===== src/rtl/brownout_pkg.sv =====
// Purpose: shared constants and types for the brown-out detector control block
// Assumes: one 250 MHz clock, synchronous active-high reset
// Notes:   register offsets and reset values used by design and bench
//
// Summary of operation
// select 00 keeps the detector powered all the time
// select 01 powers the detector once every 1.6 ms
// select 10 powers the detector once every 6.4 ms
// select 11 powers the detector once every 25.6 ms
// fast clock source in normal mode: filter counts 32 system clocks
// any other setup: filter counts 2 low-speed oscillator ticks
// in power-down the filter always counts 2 low-speed oscillator ticks
// filter enable 0 bypasses filter, 1 applies it; reset value is 1
// control register writes land only right after a timed unlock sequence
// accepted event sets flag; irq needs flag, irq enable and global enable
// filtered event needs detector held the full count; release restarts count
package brownout_pkg;
    // register map
    localparam logic [7:0] CTRL_OFFSET      = 8'hab;
    localparam logic [7:0] UNLOCK_OFFSET    = 8'hc0;
    localparam logic [7:0] STATUS_OFFSET    = 8'hc1;
    // control register fields
    localparam int         FLT_BIT          = 0;
    localparam int         LP_LSB           = 1;
    localparam logic [1:0] LP_NORMAL        = 2'h0;
    localparam logic [1:0] LP_MODE1         = 2'h1;
    localparam logic [1:0] LP_MODE2         = 2'h2;
    localparam logic [1:0] LP_MODE3         = 2'h3;
    localparam logic [1:0] LP_RESET         = 2'h0;
    localparam logic       FLT_RESET        = 1'h1;
    // status register fields
    localparam int         FLAG_BIT         = 0;
    localparam int         IRQ_EN_BIT       = 1;
    localparam int         GLOBAL_EN_BIT    = 2;
    localparam int         UNLOCK_OPEN_BIT  = 0;
    // timed unlock sequence
    localparam logic [7:0] UNLOCK_KEY1      = 8'haa;
    localparam logic [7:0] UNLOCK_KEY2      = 8'h55;
    localparam logic [2:0] UNLOCK_WINDOW    = 3'h4;
    // timing
    localparam int         MCLK_PERIOD_NS   = 4;
    localparam int         LP_BASE_NS       = 1600000;
    localparam int         LP_BASE_CYCLES   = LP_BASE_NS / MCLK_PERIOD_NS;
    localparam int         LOW_SPEED_INTERNAL_OSC_PERIOD_NS   = 100000;
    localparam int         LOW_SPEED_INTERNAL_OSC_CYCLES      = LOW_SPEED_INTERNAL_OSC_PERIOD_NS / MCLK_PERIOD_NS;
    localparam logic [5:0] FAST_FILTER_CNT  = 6'h20;
    localparam logic [5:0] SLOW_FILTER_CNT  = 6'h02;
    localparam logic [1:0] WAKE_LOW_SPEED_INTERNAL_OSC_TICKS  = 2'h3;
    localparam logic [3:0] MODE2_MULT_LAST  = 4'h3;
    localparam logic [3:0] MODE3_MULT_LAST  = 4'hf;

    typedef enum logic {
        PWR_OFF = 1'b0,
        PWR_ON  = 1'b1
    } pwr_state_type;

    typedef struct packed {
        logic [1:0]    lpSel;
        logic          fltEn;
        logic          keyStage;
        logic [2:0]    unlockLeft;
        logic          flag;
        logic          irqEn;
        logic          globalEn;
        logic [7:0]    rdData;
        logic [3:0]    periodMult;
        pwr_state_type pwr;
        logic [1:0]    wakeLeft;
        logic [5:0]    fltCnt;
        logic          accepted;
        logic          evtPulse;
    } ctrl_state_type;
endpackage : brownout_pkg


===== src/rtl/periodic_tick.sv =====
// Purpose: free-running divider giving a one-cycle enable pulse
// Assumes: PERIOD of at least 2 cycles
// Notes:   pulse appears on the last cycle of each period
`timescale 1ns/10ps
module periodic_tick #(
    parameter int PERIOD = 2
) (
    input  wire logic mclk,
    input  wire logic reset,
    output logic      tick
);
    localparam int CW = (PERIOD > 2) ? $clog2(PERIOD) : 1;
    localparam logic [CW-1:0] LAST = CW'(PERIOD - 1);

    logic [CW-1:0] count_reg;

    // wraps at LAST so the pulse spacing is exactly PERIOD cycles
    always_ff @(posedge mclk) begin
        if (reset) begin
            count_reg <= '0;
        end else if (count_reg == LAST) begin
            count_reg <= '0;
        end else begin
            count_reg <= count_reg + 1'b1;
        end
    end

    assign tick = (count_reg == LAST);
endmodule : periodic_tick


===== src/rtl/brownout_detect_control.sv =====
// Purpose: digital control of the brown-out detector: duty cycle, noise filter, flag
// Assumes: detector output and clock-source status are synchronous to mclk
// Notes:   low-speed oscillator is modelled as an enable pulse divided from mclk
//          a locked control write is dropped with no sign at the ports, so
//          software must read the register back to learn whether it landed
//
// Our own choice: the plain strobed port.
`timescale 1ns/10ps
module brownout_detect_control
    import brownout_pkg::*;
#(
    parameter int LP_BASE_PERIOD = brownout_pkg::LP_BASE_CYCLES,
    parameter int LOW_SPEED_INTERNAL_OSC_PERIOD    = brownout_pkg::LOW_SPEED_INTERNAL_OSC_CYCLES
) (
    input  wire logic       mclk,
    input  wire logic       reset,
    input  wire logic [7:0] regAddr,
    input  wire logic [7:0] regWrData,
    input  wire logic       regWrite,
    input  wire logic       regRead,
    output logic      [7:0] regRdData,
    input  wire logic       detectorOut,
    input  wire logic       fastClockSource,
    input  wire logic       powerDown,
    output logic            detectorEnable,
    output logic            filterOnSystemClock,
    output logic            brownoutEvent,
    output logic            brownoutFlag,
    output logic            brownoutIrq
);
    import brownout_pkg::*;

    ctrl_state_type s_reg;
    ctrl_state_type s_next;
    logic           lircTick;
    logic           baseTick;

    // low-speed oscillator rate as an enable pulse
    periodic_tick #(
        .PERIOD (LOW_SPEED_INTERNAL_OSC_PERIOD)
    ) low_speed_internal_osc_div (
        .mclk  (mclk),
        .reset (reset),
        .tick  (lircTick)
    );

    // 1.6 ms base period; longer periods are multiples of it
    periodic_tick #(
        .PERIOD (LP_BASE_PERIOD)
    ) base_div (
        .mclk  (mclk),
        .reset (reset),
        .tick  (baseTick)
    );

    logic       useFast;
    logic       sampling;
    logic       step;
    logic [5:0] target;
    logic       periodDone;
    logic       unlocked;
    logic       ctrlWrite;
    logic       statusWrite;
    logic       unlockWrite;

    // strobe aimed at one register; every register decodes its write strobe this way
    function automatic logic reg_hit(input logic       strobe,
                                     input logic [7:0] addr,
                                     input logic [7:0] offset);
        return strobe && (addr == offset);
    endfunction : reg_hit

    // filter clock choice; power-down forces the slow count
    always_comb begin
        useFast    = fastClockSource && (s_reg.lpSel == LP_NORMAL) && !powerDown;
        target     = useFast ? FAST_FILTER_CNT : SLOW_FILTER_CNT;
        step       = useFast ? 1'b1 : lircTick;
        // normal mode keeps the detector on; otherwise only during a wake
        sampling   = (s_reg.lpSel == LP_NORMAL) || (s_reg.pwr == PWR_ON);
        unlocked   = (s_reg.unlockLeft != 3'h0);
        ctrlWrite  = reg_hit(regWrite, regAddr, CTRL_OFFSET);
        statusWrite = reg_hit(regWrite, regAddr, STATUS_OFFSET);
        unlockWrite = reg_hit(regWrite, regAddr, UNLOCK_OFFSET);
    end

    // period end for the selected low-power mode
    // mode2 and mode3 reuse the free-running multiplier, so the first wake
    // after a mode change may come early; later ones keep the full period
    always_comb begin
        unique case (s_reg.lpSel)
            LP_NORMAL: periodDone = 1'b0;
            LP_MODE1:  periodDone = baseTick;
            LP_MODE2:  periodDone = baseTick && (s_reg.periodMult[1:0] == MODE2_MULT_LAST[1:0]);
            LP_MODE3:  periodDone = baseTick && (s_reg.periodMult == MODE3_MULT_LAST);
        endcase
    end

    // next-state logic for the whole block
    always_comb begin
        s_next          = s_reg;
        s_next.evtPulse = 1'b0;

        // timed unlock: key1 then key2 opens a short window for one write
        if (unlocked) begin
            s_next.unlockLeft = s_reg.unlockLeft - 3'h1;
        end
        if (unlockWrite) begin
            if (regWrData == UNLOCK_KEY1) begin
                s_next.keyStage = 1'b1;
            end else if (s_reg.keyStage && (regWrData == UNLOCK_KEY2)) begin
                s_next.keyStage   = 1'b0;
                s_next.unlockLeft = UNLOCK_WINDOW;
            end else begin
                s_next.keyStage = 1'b0;
            end
        end else if (regWrite) begin
            s_next.keyStage = 1'b0; // any other write breaks the key sequence
        end

        // protected control write; a locked write is silently dropped
        if (ctrlWrite && unlocked) begin
            s_next.lpSel      = regWrData[LP_LSB +: 2];
            s_next.fltEn      = regWrData[FLT_BIT];
            s_next.unlockLeft = 3'h0; // window is spent by one write
        end

        // status: write one clears the flag, enables are plain bits
        if (statusWrite) begin
            s_next.irqEn    = regWrData[IRQ_EN_BIT];
            s_next.globalEn = regWrData[GLOBAL_EN_BIT];
            if (regWrData[FLAG_BIT]) begin
                s_next.flag = 1'b0;
            end
        end

        // duty cycling: base ticks counted to reach 6.4 ms and 25.6 ms
        if (baseTick) begin
            s_next.periodMult = s_reg.periodMult + 4'h1;
        end
        if (s_reg.lpSel == LP_NORMAL) begin
            s_next.pwr = PWR_OFF;
        end else begin
            unique case (s_reg.pwr)
                PWR_OFF: begin
                    if (periodDone) begin
                        s_next.pwr      = PWR_ON;
                        s_next.wakeLeft = WAKE_LOW_SPEED_INTERNAL_OSC_TICKS;
                    end
                end
                PWR_ON: begin
                    // stays on long enough for the two-tick filter to resolve
                    if (lircTick) begin
                        s_next.wakeLeft = s_reg.wakeLeft - 2'h1;
                        if (s_reg.wakeLeft == 2'h1) begin
                            s_next.pwr = PWR_OFF;
                        end
                    end
                end
            endcase
        end

        // noise filter; one accepted event per assertion of the detector
        // count clears on any gap so a train of short glitches never adds up
        if (!sampling || !detectorOut) begin
            s_next.fltCnt   = 6'h0;
            s_next.accepted = 1'b0;
        end else if (!s_reg.accepted) begin
            // power-down keeps the filter in even with the bypass bit clear
            if (!s_reg.fltEn && !powerDown) begin
                s_next.accepted = 1'b1;
                s_next.evtPulse = 1'b1;
            end else if (step) begin
                if (s_reg.fltCnt + 6'h1 >= target) begin
                    s_next.accepted = 1'b1;
                    s_next.evtPulse = 1'b1;
                    s_next.fltCnt   = 6'h0;
                end else begin
                    s_next.fltCnt = s_reg.fltCnt + 6'h1;
                end
            end
        end
        // set wins over a clear in the same cycle
        if (s_next.evtPulse) begin
            s_next.flag = 1'b1;
        end

        // read data stands one cycle after the strobe only
        s_next.rdData = 8'h00;
        if (regRead) begin
            unique case (regAddr)
                CTRL_OFFSET: begin
                    s_next.rdData[LP_LSB +: 2] = s_reg.lpSel;
                    s_next.rdData[FLT_BIT]     = s_reg.fltEn;
                end
                STATUS_OFFSET: begin
                    s_next.rdData[FLAG_BIT]      = s_reg.flag;
                    s_next.rdData[IRQ_EN_BIT]    = s_reg.irqEn;
                    s_next.rdData[GLOBAL_EN_BIT] = s_reg.globalEn;
                end
                UNLOCK_OFFSET: s_next.rdData[UNLOCK_OPEN_BIT] = unlocked;
                default:       s_next.rdData = 8'h00; // unmapped reads zero
            endcase
        end
    end

    // single state register; filter enable comes up set
    always_ff @(posedge mclk) begin
        if (reset) begin
            // the whole struct clears so no field starts unknown
            s_reg            <= '0;
            s_reg.lpSel      <= LP_RESET;
            s_reg.fltEn      <= FLT_RESET;
            s_reg.pwr        <= PWR_OFF;
        end else begin
            s_reg <= s_next;
        end
    end

    // outputs straight from the state register or from plain gating of it; filterOnSystemClock also gates fastClockSource and powerDown
    assign regRdData           = s_reg.rdData;
    assign detectorEnable      = sampling;
    assign filterOnSystemClock = useFast;
    assign brownoutEvent       = s_reg.evtPulse;
    assign brownoutFlag        = s_reg.flag;
    assign brownoutIrq         = s_reg.flag && s_reg.irqEn && s_reg.globalEn;
endmodule : brownout_detect_control


===== config.mk =====
export PLATFORM = sky130hd
export DESIGN_NAME = brownout_detect_control
export DESIGN_NICKNAME = d
export VERILOG_FILES = /design/src/rtl/brownout_pkg.sv /design/src/rtl/periodic_tick.sv /design/src/rtl/brownout_detect_control.sv
export SDC_FILE = /design/constraint.sdc
export NUM_CORES = 1
export LEC_CHECK = 0
export ABC_AREA = 1
export BUFFER_PORTS_ARGS = -buffer_cell sky130_fd_sc_hd__buf_4
export CAP_MARGIN = 25
export CORE_MARGIN = 5
export CORE_UTILIZATION = 55
export DETAILED_ROUTE_END_ITERATION = 16
export HOLD_SLACK_MARGIN = 0.1
export MAX_ROUTING_LAYER = met4
export PLACE_DENSITY = 0.87
export SLEW_MARGIN = 20
export SYNTH_ARGS = -nofsm -noshare
export SYNTH_HDL_FRONTEND = slang
export SYNTH_SLANG_ARGS = --single-unit
export TNS_END_PERCENT = 5

===== constraint.sdc =====
create_clock -name mclk -period 5.3 [get_ports mclk]
set_clock_uncertainty 0.05 [all_clocks]
set_input_delay 0 -clock mclk [delete_from_list [all_inputs] [get_ports mclk]]
set_output_delay 0 -clock mclk [all_outputs]
set_load 0.05 [all_outputs]

==> metrics.csv <==
metric,value,unit
status,"finished, final reports clean",
synthTopCellsByCount,"nand2_1 (101), inv_1 (78), dfxtp_1 (62), nor2_1 (50), a21oi_1 (37)",
p_seq_share,46.0,%
cts_buffers,9,
final_nets,573,
rsz0062_at_grt,false,
worst-slew-pin-transition,0.529,ns
synth_cell_types,38,
gr-usage-met3,6.42,%
path_class,primary input to flop,
min_period,2.45,ns
power.switching,0.255,mW
setup_tns,0,ns
busiest_layer,met2,
die_area,7870,um2
diodes,0,
clockBufferDepth,2,
use_met1,24.7,%
ys_seq_elements,62,
synth_largest_area_cell,dfxtp_1,
finalSetupViolCount,0,
synthesis.area,3410,um2
insertion_delay,0.35,ns
synth.top_cells.by_area,"dfxtp_1 (36%), nand2_1 (11%), inv_1 (8.6%), nor2_1 (5.5%), a21oi_1 (5.4%)",
total_power,1.05,mW
switching_share,24.3,%
via_per_inst,5.28,
ios,36,
cpPeakStageDelay,0.57,ns
async_flop_share,0,%
grt_overflow_total,0,
relSlewSlack,64.7,%
drc_errors,0,
grt_pass1_wl,14.0,mm
worst_r2r_path_depth,13,
critPathMaxFanout,5,
cp.required,5.54,ns
initial_utilization,57.2,%
post_drt_wl_per_cell,12.9,um
crit_top_cell,dlygate4sd3_1,
crit_chain,dlygate4sd3_1 > buf_4 > nor3_1 > nand2_1 > inv_1 > nand3_1 > dlygate4sd3_1 > a21oi_1 > dlygate4sd3_1,
cts.reportedPaths.clkPinSlew,0.07,ns
endpoint_kind,flop,
die_w,88.7,um
yosys_warnings,0,
initialDrtViolationCount,204,
synth_most_common_cell,nand2_1,
slowest_stage,dlygate4sd3_1,
cts_tree,yes,
maxCapViolations,0,
instances_no_fill,620,
p_clk_share,44.5,%
wl,8.02,mm
io_buffers,30,
power-per-cell-area,259,nW/um2
r2r_end,brownoutFlag,
area_growth,18.8,%
synth-main-ff-cell,dfxtp_1,
placed_cells,586,
firstDrtPassIters,5,
numClockSinks,62,
row_count,28,
num_vias,3275,
fmax,407,MHz
min_path_type,primary input to flop,
arrival,2.70,ns
synth.avg_cell_area,6.98,um2
power.leakage,1.75,nW
root_buffer,clkbuf_8,
fp.coreArea,5960,um2
grt.total_usage,23.3,%
gp_congestion,0.862,
grt_max_degree,20,
htreeDepth,3,
min_to,s_reg[26],
postRouteAntennaNets,0,
drive_above_1_share,14.1,%
min_period_over_period,46.3,%
largest_reg_flops,23,
drv_slew,0,
vdd_drop_max,217,uV
syn-instance-count,488,
grt_pass1_vias,3298,
hold_depth,7,
die_y,88.7,um
combPwrFrac,9.5,%
r2r_setup_slack,3.04,ns
hold_viol_final,0,
synth_top_area_share,36.4,%
synth_seq_area_share,36.4,%
synth-edff-count,0,
cellInternalPower,0.793,mW
startpoint_type,primary input,
hold_path_startpoint,regAddr[0],
hpwl,5.58,mm
fin_ws,2.85,ns
antenna_found_initial,0,
gr-usage-met2,39.9,%
worstReg2RegStart,s_reg[32],
place_ws,3.12,ns
cts_setup_buffers,0,
-- through the flow --
stage,hold slack (ns),utilization (%),area (um2)
after floorplan,0.0191,-,3420
after global placement,0.155,61.3,3650
after detailed placement,0.163,61.3,3650
after CTS,0.115,68.0,4050
after global routing,0.191,68.0,4050
final,0.135,68.0,4050
-- layout by cell type, fill, tap and decap left out, drive strengths merged, types with 5 or more instances in the layout --
cell         netlist  final
buf               11     30
nor2              60     60
nand3             35     35
dfxtp             62     62
o21ai             12     12
clkbuf             0     12
inv               81     81
a21oi             38     38
xor2               8      8
nand4             22     22
dlygate4sd3        0     18
conb               1      5
nand2            110    110
ha                10     10
nor3              18     18
-- area by class of cell --
class / count / area, um2
flip-flops and latches: 62 / 1240
clock buffers: 12 / 145
multi-input cells: 337 / 1790
well taps: 75 / 93.8
repair buffers: 48 / 405
inverters: 82 / 308
fillers: 454 / 1910
clock inverters: 4 / 70.1
-- power by group through the flow --
stage                     clock [mW]  combinational, mW  sequential (mW)
after floorplan                    0             0.0664            0.492
after global routing           0.495              0.112            0.483
final                          0.466             0.0998            0.482
after global placement             0             0.0865            0.492
after detailed placement           0             0.0909            0.493
after CTS                      0.466             0.0984            0.482
-- worst max path at each step --
stage / from / end / slack [ns] / cells after the start
after floorplan: s_reg[32] / brownoutFlag / 3.40 / 13
after global placement: s_reg[32] / brownoutFlag / 3.26 / 13
after detailed placement: s_reg[32] / brownoutFlag / 3.12 / 13
after CTS: regAddr[2] / s_reg[23] / 3.03 / 9
after global routing: regAddr[2] / s_reg[23] / 2.77 / 9
final: regAddr[2] / s_reg[23] / 2.85 / 9
-- critical path: cells and delay by family --
kind | cells | cell delay [ns]
AND/OR/NAND/NOR | 3 | 0.58
buffers and inverters | 5 | 1.97
AO/OA/AOI/OAI | 1 | 0.15
-- routing by layer --
layer  vias up  routed length (um)
li1       1665                   -
met2        84                4170
met1      1498                3270
met4         0                 252
met3        28                 322
met5         -                   0
-- cell families after synthesis --
kind of cell / share of synthesized area, %
compound gates: 9.00
xor+xnor: 2.06
fa+ha+maj: 3.67
buf+inv: 11.6
flops: 36.4
other cells: 0.110
simple gates: 37.1
-- repair_timing --
item | 4_1_cts | 5_1_grt
endpoints found under the setup margin | 0 | 0
endpoints found under the hold margin | 21 | 0
resized for setup | 0 | 0
hold buffers | 18 | 0
No activity file was read; power rests on OpenSTA's default activity.
